**config.mk**
```make
export PLATFORM = sky130hd
export DESIGN_NAME = rio_mapper
export DESIGN_NICKNAME = d
export VERILOG_FILES = /design/src/rio_pkg.sv /design/src/rio_mapper.sv
export SDC_FILE = /design/constraint.sdc
export NUM_CORES = 1
export LEC_CHECK = 0
export ABC_AREA = 1
export BUFFER_PORTS_ARGS = -buffer_cell sky130_fd_sc_hd__buf_2
export CAP_MARGIN = 30
export CORE_ASPECT_RATIO = 0.75
export CORE_MARGIN = 10
export CORE_UTILIZATION = 31
export CTS_CLUSTER_DIAMETER = 40
export DETAILED_ROUTE_END_ITERATION = 8
export PLACE_DENSITY = 0.55
export SLEW_MARGIN = 15
export SYNTH_ARGS = -nofsm -noshare
export SYNTH_HDL_FRONTEND = slang
export SYNTH_SLANG_ARGS = --single-unit
```
**constraint.sdc**
```tcl
create_clock -name clk -period 6.8 [get_ports clk]
set_clock_uncertainty 0.1 [all_clocks]
set_input_delay 0.68 -clock clk [delete_from_list [all_inputs] [get_ports clk]]
set_output_delay 0.68 -clock clk [all_outputs]
set_load 0.02 [all_outputs]
```
**src/rio_pkg.sv**
```systemverilog
// Constants, field layouts and carrier types of the remote I/O mapper
package rio_pkg;

	// ****************************************************************
	// Sizes
	// ****************************************************************
	localparam int N_IN  = 7;
	localparam int N_OUT = 6;
	localparam int SP_W  = 10;
	localparam int RC_W  = 27;

	// ****************************************************************
	// Channel codes
	// ****************************************************************
	localparam logic [2:0] ICH_NONE  = 3'h0;
	localparam logic [2:0] ICH_RF    = 3'h1;
	localparam logic [2:0] ICH_P1    = 3'h2;
	localparam logic [2:0] ICH_P2    = 3'h3;
	localparam logic [2:0] ICH_PWR   = 3'h4;
	localparam logic [2:0] ICH_ARST  = 3'h5;
	localparam logic [2:0] OCH_NONE  = 3'h0;
	localparam logic [2:0] OCH_RF    = 3'h1;
	localparam logic [2:0] OCH_FAULT = 3'h2;
	localparam logic [2:0] OCH_P1    = 3'h3;
	localparam logic [2:0] OCH_P2    = 3'h4;
	localparam logic [2:0] OCH_REM   = 3'h5;
	localparam logic [2:0] OCH_ALM   = 3'h6;

	// ****************************************************************
	// Input modes; power codes: bit0 set = low/falling, bit1 set = down
	// ****************************************************************
	localparam logic [2:0] RF_RISE_ACT   = 3'h0;
	localparam logic [2:0] RF_FALL_ACT   = 3'h1;
	localparam logic [2:0] RF_RISE_DEACT = 3'h2;
	localparam logic [2:0] RF_FALL_DEACT = 3'h3;
	localparam logic [2:0] RF_RISE_TOG   = 3'h4;
	localparam logic [2:0] RF_FALL_TOG   = 3'h5;
	localparam logic [2:0] RF_LVL_ON     = 3'h6;
	localparam logic [2:0] RF_LVL_OFF    = 3'h7;
	localparam logic [2:0] PS_RISE       = 3'h0;
	localparam logic [2:0] PS_FALL       = 3'h1;
	localparam logic [2:0] PS_HIGH       = 3'h2;
	localparam logic [2:0] PW_RISE_INC   = 3'h0;
	localparam logic [2:0] PW_FALL_INC   = 3'h1;
	localparam logic [2:0] PW_FALL_DEC   = 3'h3;
	localparam logic [2:0] AR_FALL       = 3'h1;

	// ****************************************************************
	// Register offsets and field positions
	// ****************************************************************
	localparam logic [7:0] A_CTRL   = 8'h00;
	localparam logic [7:0] A_STATUS = 8'h04;
	localparam logic [7:0] A_SETPT  = 8'h08;
	localparam logic [7:0] A_SPMIN  = 8'h0c;
	localparam logic [7:0] A_SPMAX  = 8'h10;
	localparam logic [7:0] A_IN0    = 8'h20;
	localparam logic [7:0] A_OUT0   = 8'h40;
	localparam int CH_LSB      = 0;
	localparam int IN_MODE_LSB = 3;
	localparam int OUT_POL_BIT = 4;
	localparam int ST_RF_BIT   = 8;
	localparam int ST_OUT_LSB  = 16;
	localparam int ST_IDX_LSB  = 24;

	// ****************************************************************
	// Reset values and timing
	// ****************************************************************
	localparam logic [N_IN*6-1:0] IN_CFG_RST =
		{18'h0, 6'h1c, 6'h0c, 6'h19, 6'h09};
	localparam logic [SP_W-1:0] SP_RST     = 10'h1f4;
	localparam logic [SP_W-1:0] SP_MIN_RST = 10'h000;
	localparam logic [SP_W-1:0] SP_MAX_RST = 10'h3e8;
	localparam logic [SP_W:0]   SP_STEP    = 11'h00a;
	localparam logic [N_OUT-1:0] ROUT_RST  = 6'h3f;
	localparam logic [N_OUT-1:0] OE_RST    = 6'h3f;
	localparam logic [2:0] PSEL_NONE       = 3'h7;
	localparam int REPEAT_MS  = 500;
	localparam int CLK_KHZ    = 125000;
	localparam int REPEAT_CYC = REPEAT_MS * CLK_KHZ;

	// ****************************************************************
	// Carrier types
	// ****************************************************************
	typedef struct packed {
		logic [2:0] mode;
		logic [2:0] ch;
	} rio_in_cfg_s;
	typedef struct packed {
		logic       act_high;
		logic [2:0] ch;
	} rio_out_cfg_s;
	typedef struct packed {
		logic rf_on;
		logic rf_off;
		logic preset1;
		logic preset2;
		logic pwr_up;
		logic pwr_dn;
		logic alarm_reset;
	} rio_cmd_s;
	typedef struct packed {
		logic rf_stage_on;
		logic rf_fault;
		logic alarm_any;
		logic preset2_active;
	} rio_stat_s;
	typedef struct packed {
		logic        cyc;
		logic        stb;
		logic        we;
		logic [7:0]  adr;
		logic [3:0]  sel;
		logic [31:0] dat;
	} rio_wb_req_s;
	typedef struct packed {
		logic [N_IN-1:0]            sync1;
		logic [N_IN-1:0]            sync2;
		logic [N_IN-1:0]            prev;
		logic [N_IN-1:0]            tog;
		rio_in_cfg_s [N_IN-1:0]     in_cfg;
		rio_out_cfg_s [N_OUT-1:0]   out_cfg;
		logic                       remote_en;
		logic [SP_W-1:0]            setpoint;
		logic [SP_W-1:0]            sp_min;
		logic [SP_W-1:0]            sp_max;
		logic [2:0]                 pwr_idx;
		logic [RC_W-1:0]            rep_cnt;
		rio_cmd_s                   cmd;
		logic [N_OUT-1:0]           rout;
		logic [N_OUT-1:0]           rout_oe;
		logic                       ack;
		logic [31:0]                rdat;
	} rio_state_s;

endpackage

```
**src/rio_mapper.sv**
```systemverilog
// Remote I/O mapper: contact inputs to commands, status to contact outputs
//
// The register offsets and the Wishbone register port were decided locally.
`timescale 1ns/1ps

module rio_mapper #(
	parameter int unsigned REPEAT_CYCLES = rio_pkg::REPEAT_CYC
) (
	input  wire logic                          clk,
	input  wire logic                          rst,
	input  wire rio_pkg::rio_wb_req_s          wb_req,
	output logic                               wb_ack,
	output logic [31:0]                        wb_dat,
	input  wire logic [rio_pkg::N_IN-1:0]      remote_in,
	input  wire rio_pkg::rio_stat_s            stat,
	output rio_pkg::rio_cmd_s                  cmd,
	output logic [rio_pkg::SP_W-1:0]           setpoint,
	output logic [rio_pkg::N_OUT-1:0]          rout,
	output logic [rio_pkg::N_OUT-1:0]          rout_oe
);
	import rio_pkg::*;

	// ****************************************************************
	// Helpers
	// ****************************************************************
	function automatic logic [SP_W-1:0] sp_step(
		input logic [SP_W-1:0] sp,
		input logic [SP_W-1:0] mn,
		input logic [SP_W-1:0] mx,
		input logic            up
	);
		logic [SP_W:0] t;
		t = {1'b0, sp};
		if (up) begin
			t = {1'b0, sp} + SP_STEP;
			if (t > {1'b0, mx})
				t = {1'b0, mx};
		end else if ({1'b0, sp} < ({1'b0, mn} + SP_STEP)) begin
			t = {1'b0, mn};
		end else begin
			t = {1'b0, sp} - SP_STEP;
		end
		return t[SP_W-1:0];
	endfunction

	function automatic logic [31:0] wmerge(
		input logic [31:0] old,
		input logic [31:0] nw,
		input logic [3:0]  sel
	);
		logic [31:0] r;
		r = old;
		for (int b = 0; b < 4; b++) begin
			if (sel[b])
				r[b*8 +: 8] = nw[b*8 +: 8];
		end
		return r;
	endfunction

	function automatic logic [7:0] reg_adr(
		input logic [7:0] base,
		input int         idx
	);
		return 8'(int'(base) + 4 * idx);
	endfunction

	// ****************************************************************
	// State
	// ****************************************************************
	rio_state_s        s;
	rio_state_s        n;
	logic              on_any;
	logic              off_any;
	logic              p1_any;
	logic              p2_any;
	logic              ar_any;
	logic [N_IN-1:0]   pa;
	logic [N_IN-1:0]   pup;
	logic [2:0]        psel;
	logic              step;
	logic              step_up;
	logic              bus_wr;
	logic              lvl;
	logic              rise;
	logic              fall;
	logic              hit;
	logic              cond;
	logic [2:0]        md;
	logic [31:0]       rv;
	logic [31:0]       wv;

	// ****************************************************************
	// Next state
	// ****************************************************************
	always_comb begin
		n = s;
		n.cmd = '0;
		on_any = 1'b0;
		off_any = 1'b0;
		p1_any = 1'b0;
		p2_any = 1'b0;
		ar_any = 1'b0;
		pa = '0;
		pup = '0;
		psel = PSEL_NONE;
		step = 1'b0;
		step_up = 1'b0;
		lvl = 1'b0;
		rise = 1'b0;
		fall = 1'b0;
		hit = 1'b0;
		cond = 1'b0;
		md = '0;
		rv = '0;
		wv = '0;
		// Contacts are asynchronous to clk
		n.sync1 = remote_in;
		n.sync2 = s.sync1;
		n.prev = s.sync2;

		for (int i = 0; i < N_IN; i++) begin
			lvl = s.sync2[i];
			rise = lvl & ~s.prev[i];
			fall = ~lvl & s.prev[i];
			md = s.in_cfg[i].mode;
			hit = 1'b0;
			if (s.remote_en) begin
				case (s.in_cfg[i].ch)
				ICH_RF: begin
					case (md)
					RF_RISE_ACT:   on_any = on_any | rise;
					RF_FALL_ACT:   on_any = on_any | fall;
					RF_RISE_DEACT: off_any = off_any | rise;
					RF_FALL_DEACT: off_any = off_any | fall;
					RF_RISE_TOG: begin
						if (rise) begin
							on_any = on_any | ~s.tog[i];
							off_any = off_any | s.tog[i];
							n.tog[i] = ~s.tog[i];
						end
					end
					RF_FALL_TOG: begin
						if (fall) begin
							off_any = off_any | ~s.tog[i];
							on_any = on_any | s.tog[i];
							n.tog[i] = ~s.tog[i];
						end
					end
					RF_LVL_ON: begin
						// Re-requests while the stage disagrees
						if (lvl != stat.rf_stage_on) begin
							on_any = on_any | lvl;
							off_any = off_any | ~lvl;
						end
					end
					default: begin
						if (lvl == stat.rf_stage_on) begin
							on_any = on_any | ~lvl;
							off_any = off_any | lvl;
						end
					end
					endcase
				end
				ICH_P1, ICH_P2: begin
					case (md)
					PS_RISE: hit = rise;
					PS_FALL: hit = fall;
					PS_HIGH: hit = lvl;
					default: hit = ~lvl;
					endcase
					if (s.in_cfg[i].ch == ICH_P1)
						p1_any = p1_any | hit;
					else
						p2_any = p2_any | hit;
				end
				ICH_PWR: begin
					// Edge modes step on assertion, so they share level logic
					pa[i] = lvl ^ md[0];
					pup[i] = ~md[1];
				end
				ICH_ARST: begin
					if (md == AR_FALL)
						ar_any = ar_any | fall;
					else
						ar_any = ar_any | rise;
				end
				default: ;
				endcase
			end
		end

		// ************************************************************
		// Power stepping
		// ************************************************************
		for (int i = N_IN - 1; i >= 0; i--) begin
			if (pa[i])
				psel = 3'(i);
		end
		if (psel != PSEL_NONE) begin
			step_up = pup[psel];
			if (psel != s.pwr_idx) begin
				step = 1'b1;
				n.rep_cnt = '0;
			end else if (s.rep_cnt == RC_W'(REPEAT_CYCLES - 1)) begin
				step = 1'b1;
				n.rep_cnt = '0;
			end else begin
				n.rep_cnt = s.rep_cnt + 1'b1;
			end
		end else begin
			n.rep_cnt = '0;
		end
		n.pwr_idx = psel;
		if (step)
			n.setpoint = sp_step(s.setpoint, s.sp_min, s.sp_max,
				step_up);

		// Off beats on and preset 1 beats preset 2 when both fire
		n.cmd.rf_off = off_any;
		n.cmd.rf_on = on_any & ~off_any;
		n.cmd.preset1 = p1_any;
		n.cmd.preset2 = p2_any & ~p1_any;
		n.cmd.pwr_up = step & step_up;
		n.cmd.pwr_dn = step & ~step_up;
		n.cmd.alarm_reset = ar_any;

		// ************************************************************
		// Outputs
		// ************************************************************
		for (int o = 0; o < N_OUT; o++) begin
			case (s.out_cfg[o].ch)
			OCH_RF:    cond = stat.rf_stage_on;
			OCH_FAULT: cond = stat.rf_fault;
			OCH_P1:    cond = ~stat.preset2_active;
			OCH_P2:    cond = stat.preset2_active;
			OCH_REM:   cond = s.remote_en;
			OCH_ALM:   cond = stat.alarm_any;
			default:   cond = 1'b0;
			endcase
			if (s.out_cfg[o].ch == OCH_P1 || s.out_cfg[o].ch == OCH_P2) begin
				n.rout[o] = 1'b0;
				n.rout_oe[o] = cond;
			end else begin
				n.rout[o] = s.out_cfg[o].act_high ? cond : ~cond;
				n.rout_oe[o] = 1'b1;
			end
		end

		// ************************************************************
		// Wishbone slave
		// ************************************************************
		case (wb_req.adr)
		A_CTRL:   rv = {31'h0, s.remote_en};
		A_STATUS: begin
			rv[N_IN-1:0] = s.sync2;
			rv[ST_RF_BIT +: 4] = stat;
			rv[ST_OUT_LSB +: N_OUT] = s.rout;
			rv[ST_IDX_LSB +: 3] = s.pwr_idx;
		end
		A_SETPT:  rv = 32'(s.setpoint);
		A_SPMIN:  rv = 32'(s.sp_min);
		A_SPMAX:  rv = 32'(s.sp_max);
		default: begin
			for (int i = 0; i < N_IN; i++) begin
				if (wb_req.adr == reg_adr(A_IN0, i)) begin
					rv[CH_LSB +: 3] = s.in_cfg[i].ch;
					rv[IN_MODE_LSB +: 3] = s.in_cfg[i].mode;
				end
			end
			for (int o = 0; o < N_OUT; o++) begin
				if (wb_req.adr == reg_adr(A_OUT0, o)) begin
					rv[CH_LSB +: 3] = s.out_cfg[o].ch;
					rv[OUT_POL_BIT] = s.out_cfg[o].act_high;
				end
			end
		end
		endcase
		n.ack = wb_req.cyc & wb_req.stb & ~s.ack;
		if (n.ack)
			n.rdat = rv;
		// Writes land on the edge where the master sees ack
		bus_wr = wb_req.cyc & wb_req.stb & wb_req.we & s.ack;
		wv = wmerge(rv, wb_req.dat, wb_req.sel);
		if (bus_wr) begin
			case (wb_req.adr)
			A_CTRL:  n.remote_en = wv[0];
			A_SETPT: n.setpoint = wv[SP_W-1:0];
			A_SPMIN: n.sp_min = wv[SP_W-1:0];
			A_SPMAX: n.sp_max = wv[SP_W-1:0];
			default: begin
				for (int i = 0; i < N_IN; i++) begin
					if (wb_req.adr == reg_adr(A_IN0, i)) begin
						n.in_cfg[i].ch = wv[CH_LSB +: 3];
						n.in_cfg[i].mode = wv[IN_MODE_LSB +: 3];
					end
				end
				for (int o = 0; o < N_OUT; o++) begin
					if (wb_req.adr == reg_adr(A_OUT0, o)) begin
						n.out_cfg[o].ch = wv[CH_LSB +: 3];
						n.out_cfg[o].act_high = wv[OUT_POL_BIT];
					end
				end
			end
			endcase
		end
	end

	// ****************************************************************
	// Registers
	// ****************************************************************
	always_ff @(posedge clk or posedge rst) begin
		if (rst) begin
			s <= '0;
			s.in_cfg <= IN_CFG_RST;
			s.setpoint <= SP_RST;
			s.sp_min <= SP_MIN_RST;
			s.sp_max <= SP_MAX_RST;
			s.pwr_idx <= PSEL_NONE;
			s.rout <= ROUT_RST;
			s.rout_oe <= OE_RST;
		end else begin
			s <= n;
		end
	end

	assign wb_ack = s.ack;
	assign wb_dat = s.rdat;
	assign cmd = s.cmd;
	assign setpoint = s.setpoint;
	assign rout = s.rout;
	assign rout_oe = s.rout_oe;
endmodule

```
Word level (Yosys, flattened, before mapping)

Index checks and enable logic that the tools add are counted.

Input bits: 60
Flip-flop bits (word level): 196

$add $sub $neg: 4
Equal/unequal tests: 161
Multiplexer cells: 304
Reductions and logical operators: 66
Bitwise gates (word level): 165
Magnitude comparators: 3

Operators by type and width:

| cell                    | count |
|---|---|
| $mux W1                 | 231 |
| $eq A3 B3 Y1 const B    | 53 |
| $eq A3 B2 Y1 const B    | 40 |
| $pmux W1 S6             | 20 |
| $or A1 B1 Y1            | 96 |
| $mux W27                | 3 |
| $mux W10                | 7 |
| $eq A3 B1 Y1 const B    | 20 |
| $eq A8 B6 Y1 const B    | 7 |
| $eq A8 B7 Y1 const B    | 6 |
| $mux W6                 | 8 |
| $reduce_or A2 Y1        | 21 |
| $not A1 Y1              | 40 |
| $mux W3                 | 13 |
| $reduce_and A3 Y1       | 13 |
| $reduce_and A5 Y1       | 7 |
| $mux W30                | 1 |
| $pmux W6 S5             | 1 |
| $ne A2 B2 Y1 const B    | 14 |
| $add A27 B1 Y27 const B | 1 |
| $eq A27 B26 Y1 const B  | 1 |
| $pmux W1 S3             | 8 |
| $add A10 B4 Y11 const B | 2 |
| $and A1 B1 Y1           | 22 |
| 24 further kinds        | 68 |

Logic depth before layout (Yosys ltp)

Gate-level depths: netlist of the first run.

Depth in word-level cells: 38
Gate-level depth with buffers: 20
Mapped depth without buffers: 20

Least setup slack after synthesis of the first run

No wires, ideal clock.

Path kind: flip-flop to flip-flop
Start point: register, netlist name setpoint[1]
End point: register, netlist name setpoint[1]
Data arrival time: 2.880 ns
Path buffers: 1
Path slack: 3.707 ns
Clock period less this slack: 3.093 ns
Required time: 6.587 ns
Stages on the path, launching flop included: 19
Cells stage by stage: dfrtp_1 -> ha_1 -> o21ai_0 -> nor2_1 -> nand2_1 -> xor2_1 -> inv_1 -> ha_1 -> nand2_1 -> nor3_1 -> a32o_1 -> nand2_1 -> nor2_1 -> clkbuf_1 -> o21ai_0 -> nand3_1 -> nand3_1 -> nand2_1 -> inv_1

==> flow_summary_export.csv, run 1 <==
group,metric,value,unit
floorplan,core_area,42100,um2
global_routing,grt_usage,16.9,%
yosys,syn_inst,1841,
cts,clock_latency,0.47,ns
detailed_routing,drc,0,
floorplan,io_pins,122,
global_routing,overflow,0,
timing,max-slew-margin-rel,38.0,%
layout,nNetsFinal,1934,
cts,cts_buffer_depth,2,
flow_run,maxCapViolations,0,
floorplan,fp.dieArea,51400,um2
global_routing,grt_pass1_wl,68.4,mm
detailed_routing,drtIter0Drc,1389,
detailed_routing,route.met2.wl,19.1,mm
timing,worst_pin_slew,0.927,ns
yosys,ys_seq_area_share,37.4,%
cts,tritoncts,"done",
cts,clkTransAtPathRegs,0.07,ns
detailed_routing,wl,43.9,mm
power_and_ir_drop,p_comb_share,6.9,%
cts,root_buffer,"clkbuf_16",
layout,antennaDiodeCount,0,
setup_path,worstSetupEndpointType,"register",
timing,rsz0062_at_grt,"no",
min_path,hold_class,"input port to async pin",
layout,fin_util,34.0,%
global_routing,grt_pass1_vias,11600,
setup_path,cp-start-kind,"register",
status,outcome,"complete, no violations",
power_and_ir_drop,powerDensity,164,nW/um2
layout,area_delta_synth_final,8.45,%
detailed_routing,highest_layer,"met5",
cts,clock-sinks,196,
cts,postCtsSetupBuffers,0,
setup_path,cp_data_arrival_time,4.12,ns
setup_path,crit_chain,"ha_1 -> o21ai_0 -> nor2_1 -> nand2_1 -> xor2_1 -> inv_1 -> ha_1 -> nand2_1 -> nor3_1 -> a32o_1 -> nand2_1 -> nor2_1 -> buf_4 -> inv_1 -> o21ai_0 -> nand3_2 -> nand3_1 -> nor2_1 -> nor2_1",
yosys,yosysTopAreaCell,"dfrtp_1",
detailed_routing,ant_nets,0,
power_and_ir_drop,ir_drop,0.000206,V
layout,drive_above_1_share,13.5,%
placed_design,io_buffers,86,
cts,h-tree-depth,4,
setup_path,crit_type,"register to register",
yosys,synth_area,13200,um2
global_routing,grt_start_max_net_pins,119,
layout,most-common-layout-cells,"432 x nand2_1, 216 x inv_1, 188 x nor2_1, 159 x dfrtp_1, 146 x nand3_1",
layout,final_common_cell,"nand2_1",
timing,setup_viol,0,
setup_path,slowest_stage,"dfrtp_1",
timing,fin_tns_setup,0,ns
floorplan,rows,65,
detailed_routing,drt-met1-wl,21.5,mm
yosys,synth.distinct_cells,69,
yosys,ys.warnings.count,0,
setup_path,critPathMostFrequentCell,"nor2_1",
detailed_routing,wl_per_cell,18.0,um
timing,max_freq,262,MHz
detailed_routing,drt_pass1_iterations,5,
cts,cts_resized,0,
power_and_ir_drop,pwr-share-clk,42.3,%
yosys,synth_top_cell_area_share,30.1,%
power_and_ir_drop,p_leak,6.16,nW
yosys,synth_ff_type,"dfrtp_1",
floorplan,die_h,199,um
detailed_routing,vias,12500,
detailed_routing,dr_wl_met3,2.76,mm
timing,finalHoldViolations,0,
yosys,ys_top_cells_by_area,"dfrtp_1 30%, nand2_1 12%, dfstp_2 7.4%",
setup_path,critPathRequiredTime,7.10,ns
placed_design,dp_hpwl,32.6,mm
yosys,synth_seq_cells,196,
placed_design,gp_congestion,0.893,
power_and_ir_drop,switching_share,27.2,%
setup_path,path_buf_inv,3,
floorplan,start_util,31.4,%
timing,period_needed,3.82,ns
power_and_ir_drop,p_sw,0.639,mW
power_and_ir_drop,pwr-share-seq,50.9,%
setup_path,cp_max_fo,14,
yosys,async_flop_share,100,%
power_and_ir_drop,internal-power,1.71,mW
yosys,syn_area_per_cell,7.18,um2
cts,cts_buffers,17,
timing,slew_viol_final,0,
yosys,synth_edf_count,0,
setup_path,cp_top_family,"simple AND/OR/NAND/NOR gates",
layout,fillCellCount,4536,
cts,cts_hold_buf,0,
setup_path,cpPeakStageDelay,0.46,ns
global_routing,antenna_found_initial,5,
timing,finalCritPeriodShare,56.1,%
floorplan,chipWidth,258,um
detailed_routing,vias_per_cell,5.12,
power by group through the flow:
stage          Clock, mW  Sequential, mW  Combinational (mW)
6_report           0.991            1.19               0.161
5_1_grt             1.05            1.19               0.177
4_1_cts             1.01            1.19               0.160
3_5_place_dp           0            1.21               0.159
3_3_place_gp           0            1.21               0.155
2_1_floorplan          0            1.21               0.104
routing by layer:
layer	track usage [%]	vias to the layer above
met5	0	-
li1	-	6015
met2	25.0	410
met1	24.9	5993
met4	3.70	2
met3	3.15	49
worst paths after layout:
path	slack, ns	start	cells after the start	endpoint
max in group asynchronous	5.28	rst	4	s[157]$_DFFE_PP1P_
min in group clk	0.21	remote_in[5]	1	n[198]$_DFF_PP0_
worst min register to register	0.25	n[193]$_DFF_PP0_	0	n[186]$_DFF_PP0_
worst max register to register	2.98	setpoint[1]$_DFF_PP0_	19	setpoint[0]$_DFF_PP0_
worst min-delay path	0.13	rst	2	s[191]$_DFF_PP0_
worst max-delay path	2.98	setpoint[1]$_DFF_PP0_	19	setpoint[0]$_DFF_PP0_
cell type report:
cell class	instances	area [um2]	share of cell area, %
inverters	238	901	6.28
clock buffers	21	460	3.21
repair buffers	98	572	3.99
clock inverters	11	80.1	0.558
multi-input cells	1300	6660	46.5
flip-flops and latches	196	4950	34.5
well taps	569	712	4.96
cell usage after synthesis, types with 2 or more instances:
cell type,n
clkinv_1,2
a2111oi_0,4
o2111ai_1,9
buf_2,24
o22ai_1,24
o31ai_1,9
nand2_4,5
o311ai_0,2
inv_1,217
buf_6,3
ha_1,23
a211oi_1,6
clkbuf_1,19
dfrtp_1,159
a31oi_1,20
nor4_1,11
dfstp_2,37
nor3b_2,2
o21bai_1,3
nor2_2,16
or2_2,4
o21ai_1,14
o21a_1,3
nand3b_1,6
a21oi_1,63
nand2_1,432
a221oi_1,8
o211ai_1,4
nor2_1,188
nand3_2,3
o221ai_1,5
nor3_2,11
o21ai_0,97
xor2_1,33
nand2_2,10
inv_2,19
nand3_1,146
buf_4,69
nor2_4,4
xnor2_1,6
nor3_1,60
nand4_1,34
through the flow:
stage	hold WS [ns]	instance area (um2)	total power, mW	cells	setup WS, ns
after floorplan	0.231	13300	1.31	1851	0.741
after global placement	0.238	13700	1.37	2395	2.77
after detailed placement	0.235	13800	1.37	2398	2.74
after CTS	0.192	14300	2.36	2430	2.71
after global routing	0.167	14300	2.42	2433	2.61
final	0.133	14300	2.35	2433	2.98
logic make-up after synthesis:
logic type / synth area share [%]
AO/OA/AOI/OAI: 12.8
XOR/XNOR: 2.71
adder cells (fa/ha/maj): 2.18
buffers and inverters: 12.4
flip-flops: 37.4
multiplexers: 0.180
other: 0.0284
AND/OR/NAND/NOR: 32.2
sequential cells by signal, indices dropped and copies added (netlist names), 3 cells and up:
signal,cells
cmd,7
setpoint,10
md,3
rout,6
rout_oe,6
s,128
wb_dat,21
n,13
worst reg2reg max path: stages (launching register included):
cell	delay, ns
dfrtp_1	0.46
ha_1	0.27
o21ai_0	0.33
nor2_1	0.12
nand2_1	0.09
xor2_1	0.14
inv_1	0.07
ha_1	0.32
nand2_1	0.06
nor3_1	0.34
a32o_1	0.22
nand2_1	0.05
nor2_1	0.27
buf_4	0.25
inv_1	0.07
o21ai_0	0.20
nand3_2	0.10
nand3_1	0.12
nor2_1	0.05
nor2_1	0.11
(Power assumes the default switching activity.)
==> run 2, diff against run 1 <==
PLACE_DENSITY = 0.57   (was 0.55)
clock period = 3.4 ns   (was 6.8 ns; I/O delays follow)
==> flow_summary_export.csv, run 2 (same netlist as run 1, synthesis figures left out) <==
group,metric,value,unit
detailed_routing,drt-met1-wl,21.9,mm
floorplan,die_h,199,um
timing,hold_slack,0.187,ns
power_and_ir_drop,powerDensity,341,nW/um2
cts,h-tree-depth,4,
power_and_ir_drop,p_sw,1.28,mW
layout,area_delta_synth_final,11.1,%
placed_design,gp_congestion,0.925,
cts,clkTransAtPathRegs,0.08,ns
timing,max-slew-margin-rel,44.9,%
cts,clock_latency,0.47,ns
setup_path,crit_chain,"inv_1 -> o21ai_2 -> nand3_1 -> xor2_1 -> inv_1 -> ha_1 -> nand4_1 -> nor3_2 -> a32o_1 -> nand2_1 -> nor2_4 -> buf_6 -> nand2_1 -> o21ai_0 -> nand3_1 -> nand3_1 -> nand2_1 -> inv_1",
layout,largest_register_ffs,128,
layout,nNetsFinal,1965,
setup_path,cp_data_arrival_time,3.44,ns
floorplan,core_area,42100,um2
power_and_ir_drop,pwr-share-seq,47.6,%
placed_design,dp_hpwl,34.2,mm
detailed_routing,wl,44.6,mm
layout,seq_area,4950,um2
cts,tritoncts,"done",
setup_path,cp-start-kind,"register",
setup_path,worstSetupEndpointType,"register",
timing,finalCritPeriodShare,92.0,%
detailed_routing,drt_pass1_iterations,5,
min_path,hold_class,"input port to register",
floorplan,chipWidth,258,um
timing,max_freq,320,MHz
detailed_routing,route.met2.wl,18.8,mm
cts,cts_buffer_depth,2,
layout,final_common_cell,"nand2_1",
power_and_ir_drop,internal-power,3.73,mW
power_and_ir_drop,p_leak,6.35,nW
power_and_ir_drop,finalPower,5.01,mW
timing,slew_viol_final,0,
global_routing,grt_pass1_vias,12000,
timing,period_needed,3.13,ns
global_routing,antenna_found_initial,3,
setup_path,path_buf_inv,4,
detailed_routing,vias_per_cell,5.14,
cts,cts_buffers,17,
layout,drive_above_1_share,14.8,%
timing,worst_pin_slew,0.824,ns
detailed_routing,dr_wl_met3,3.18,mm
detailed_routing,drc,0,
global_routing,grt_pass1_wl,69.5,mm
detailed_routing,wl_per_cell,18.1,um
setup_path,crit_type,"register to register",
floorplan,start_util,31.4,%
power_and_ir_drop,pwr-share-clk,45.8,%
detailed_routing,highest_layer,"met5",
timing,setup_viol,0,
layout,antennaDiodeCount,0,
layout,fillCellCount,4527,
power_and_ir_drop,ir_drop,0.000358,V
timing,finalHoldViolations,0,
floorplan,fp.dieArea,51400,um2
setup_path,cp_top_family,"simple AND/OR/NAND/NOR gates",
setup_path,cpPeakStageDelay,0.59,ns
global_routing,grt_usage,17.2,%
floorplan,io_pins,122,
detailed_routing,ant_nets,0,
layout,multi_input_area,6680,um2
setup_path,cp_max_fo,12,
cts,root_buffer,"clkbuf_16",
layout,most-common-layout-cells,"432 x nand2_1, 216 x inv_1, 187 x nor2_1, 159 x dfrtp_1, 146 x nand3_1",
cts,clock-sinks,196,
detailed_routing,drtIter0Drc,1321,
global_routing,grt_start_max_net_pins,58,
flow_run,maxCapViolations,0,
power_and_ir_drop,p_comb_share,6.6,%
layout,largest_register,"s",
setup_path,slowest_stage,"dfstp_2",
floorplan,rows,65,
setup_path,critPathRequiredTime,3.71,ns
status,outcome,"complete, no violations",
placed_design,io_buffers,86,
global_routing,overflow,0,
detailed_routing,vias,12700,
power_and_ir_drop,switching_share,25.5,%
## run 2: timing repair
action / CTS / global route
endpoints found under the setup margin: 0 / 10
endpoints found under the hold margin: 13 / 0
resized for setup: 0 / 9
hold buffers: 8 / 0
buffers inserted: 0 / 0
## run 2: power groups by stage
stage                     clock (mW)  sequential (mW)  combinational [mW]
after floorplan                    0             2.42               0.208
after global placement             0             2.43               0.322
after detailed placement           0             2.43               0.327
after CTS                       2.35             2.38               0.335
after global routing            2.44             2.39               0.369
final                           2.29             2.38               0.333
## run 2: layout make-up
type	instances	share of cell area, %
Tap cell	569	4.85
Inverter	238	6.11
Timing Repair Buffer	129	5.46
Clock inverter	13	1.34
Sequential cell	196	33.7
Clock buffer	19	3.08
Multi-Input combinational cell	1300	45.5
## run 2: path summary, 6_finish.rpt
kind	slack, ns	startpoint	endpoint	cells past startpoint
max	0.27	setpoint[2]$_DFF_PP1_	setpoint[2]$_DFF_PP1_	18
max in group asynchronous	1.98	rst	s[158]$_DFFE_PP1P_	5
min in group asynchronous	0.30	rst	cmd[6]$_DFF_PP0_	3
min reg2reg	0.25	n[196]$_DFF_PP0_	n[189]$_DFF_PP0_	0
min	0.19	wb_req[9]	setpoint[9]$_DFF_PP0_	5
max reg2reg	0.27	setpoint[2]$_DFF_PP1_	setpoint[2]$_DFF_PP1_	18
## run 2: through the flow
stage               setup slack [ns]  utilization (%)  setup TNS, ns  cell area (um2)  instances
floorplan                      0.307                -              0            13300       1851
global route                 -0.0225             34.9        -0.0355            14700       2464
CTS                           0.0709             34.8              0            14700       2464
detailed placement            0.0998             33.1              0            13900       2424
finish                         0.273             34.9              0            14700       2464
global placement               0.141             33.0              0            13900       2423
## run 2: worst min-delay path, delay by kind of cell
kind	cells	cell delay, ns
buffers and inverters	2	0.12
AO/OA/AOI/OAI	1	0.12
AND/OR/NAND/NOR	2	0.13
## run 2: per-layer routing
layer  track usage [%]  vias up
li1                  -     6106
met2              25.2      455
met1              25.4     6037
met5                 0        -
met4              4.74        2
met3              2.84       57
==> run 3, diff against run 2 <==
CAP_MARGIN = not set   (was 30)
PLACE_DENSITY = 0.55   (was 0.57)
clock period = 4.05 ns   (was 3.4 ns; I/O delays follow)
==> flow_summary_export.csv, run 3 (same netlist as run 1, synthesis figures left out) <==
group,metric,value,unit
power_and_ir_drop,pwr-share-clk,44.9,%
setup_path,cp_max_fo,19,
layout,largest_register_ffs,128,
detailed_routing,vias_per_cell,5.10,
timing,finalHoldViolations,4,
flow_run,maxCapViolations,0,
cts,tritoncts,"done",
timing,worst_pin_slew,0.989,ns
placed_design,gp_congestion,0.958,
layout,fin_util,34.4,%
power_and_ir_drop,pwr-share-seq,48.5,%
timing,hold_slack,-0.0221,ns
timing,max-slew-margin-rel,34.1,%
min_path,hold_class,"input port to async pin",
detailed_routing,wl_per_cell,18.2,um
floorplan,io_pins,122,
floorplan,core_area,42100,um2
global_routing,grt_pass1_vias,11900,
layout,fin_area,14500,um2
floorplan,start_util,31.4,%
power_and_ir_drop,internal-power,3.03,mW
cts,clock-sinks,196,
detailed_routing,ant_nets,0,
detailed_routing,drc,0,
floorplan,chipWidth,258,um
setup_path,crit_type,"register to register",
setup_path,worstSetupEndpointType,"register",
timing,period_needed,3.41,ns
floorplan,die_h,199,um
timing,max_freq,293,MHz
detailed_routing,drtIter0Drc,1096,
power_and_ir_drop,p_leak,6.24,nW
power_and_ir_drop,p_comb_share,6.6,%
setup_path,critPathRequiredTime,4.35,ns
global_routing,grt_start_max_net_pins,146,
layout,instances_no_fill,2449,
detailed_routing,wl,44.7,mm
setup_path,cp_data_arrival_time,3.70,ns
cts,cts_buffer_depth,2,
timing,setup_viol,0,
placed_design,io_buffers,86,
setup_path,cp-start-kind,"register",
power_and_ir_drop,switching_share,26.6,%
status,violations,"hold timing",
detailed_routing,vias,12500,
placed_design,place_ws,0.688,ns
global_routing,grt_usage,17.3,%
global_routing,antenna_found_initial,3,
cts,root_buffer,"clkbuf_16",
cts,clkTransAtPathRegs,0.08,ns
status,outcome,"finished, violations left",
timing,rsz0062_at_grt,"no",
layout,nNetsFinal,1949,
power_and_ir_drop,finalPower,4.13,mW
layout,most-common-layout-cells,"432 x nand2_1, 216 x inv_1, 188 x nor2_1, 159 x dfrtp_1, 146 x nand3_1",
floorplan,rows,65,
timing,slew_viol_final,0,
timing,layout_setup_ws,0.641,ns
detailed_routing,drt_pass1_iterations,5,
layout,drive_above_1_share,13.9,%
global_routing,grt_pass1_wl,69.3,mm
global_routing,overflow,0,
layout,area_delta_synth_final,9.72,%
power_and_ir_drop,ir_drop,0.000294,V
cts,clock_latency,0.46,ns
power_and_ir_drop,powerDensity,285,nW/um2
layout,final_common_cell,"nand2_1",
cts,cts_buffers,17,
power_and_ir_drop,p_sw,1.10,mW
placed_design,dp.cells,2409,
floorplan,fp.dieArea,51400,um2
placed_design,dp_hpwl,33.9,mm
placed_design,placed_cell_area,13800,um2
timing,fin_tns_setup,0,ns
layout,fillCellCount,4539,
cts,h-tree-depth,4,
layout,largest_register,"s",
timing,finalCritPeriodShare,84.2,%
-- run 3: cell types whose count changed in the layout (fill, tap and decap cells not counted), moves of 2 or more --
cell and delta:
inv_6 +2, clkbuf_8 -2, buf_4 -13, clkinv_2 -2, clkinvlp_4 +4, o21ai_1 -2, o21ai_0 +3
-- run 3: power by group through the flow --
stage / sequential (mW) / clock, mW / combinational, mW
after floorplan: 2.03 / 0 / 0.175
after global placement: 2.04 / 0 / 0.266
after detailed placement: 2.04 / 0 / 0.269
after CTS: 2.00 / 1.90 / 0.275
after global routing: 2.00 / 1.98 / 0.301
final: 2.00 / 1.86 / 0.272
-- run 3: layout make-up --
class	count	area, um2	share of cell area [%]
Antenna cell	1	2.50	0.0172
Clock buffer	17	425	2.93
Clock inverter	15	193	1.33
Inverter	238	897	6.18
Multi-Input combinational cell	1300	6660	45.9
Sequential cell	196	4950	34.1
Tap cell	569	712	4.91
Timing Repair Buffer	113	663	4.57
-- run 3: critical path: stages (launching register included) --
cell and delay, ns:
dfrtp_1 0.46, ha_1 0.27, o21ai_0 0.38, nor2_1 0.11, nand2_1 0.09, xor2_1 0.14, inv_1 0.07, ha_1 0.29
nand2_1 0.05, nor3_1 0.26, a32o_1 0.21, nand2_1 0.05, nor2_1 0.08, buf_4 0.21, inv_1 0.07, o21ai_0 0.19
nand3_2 0.09, nand3_1 0.10, nor2_1 0.04, nor2_1 0.08
-- run 3: path summary, 6_finish.rpt --
check	start	end	slack (ns)	depth (start not counted)
setup / recovery	setpoint[1]$_DFF_PP0_	setpoint[0]$_DFF_PP0_	0.64	19
hold / removal	rst	cmd[5]$_DFF_PP0_	-0.02	3
setup reg to reg	setpoint[1]$_DFF_PP0_	setpoint[0]$_DFF_PP0_	0.64	19
hold reg to reg	n[193]$_DFF_PP0_	n[186]$_DFF_PP0_	0.25	0
max in group asynchronous	rst	s[131]$_DFFE_PP0P_	3.05	3
min in group clk	wb_req[7]	setpoint[7]$_DFF_PP1_	0.21	5
-- run 3: what timing repair did --
action / 4_1_cts / 5_1_grt
endpoints found under the hold margin: 7 / 0
hold buffers: 7 / 0
setup buffers: 0 / 0
gates resized for setup: 0 / 0
-- run 3: per-layer routing --
layer | routed length (um) | vias up | track usage [%]
met1 | 21600 | 5920 | 24.6
met5 | 0 | - | 0
met3 | 3680 | 69 | 4.53
met4 | 942 | 0 | 5.54
li1 | - | 6055 | -
met2 | 18500 | 441 | 24.7
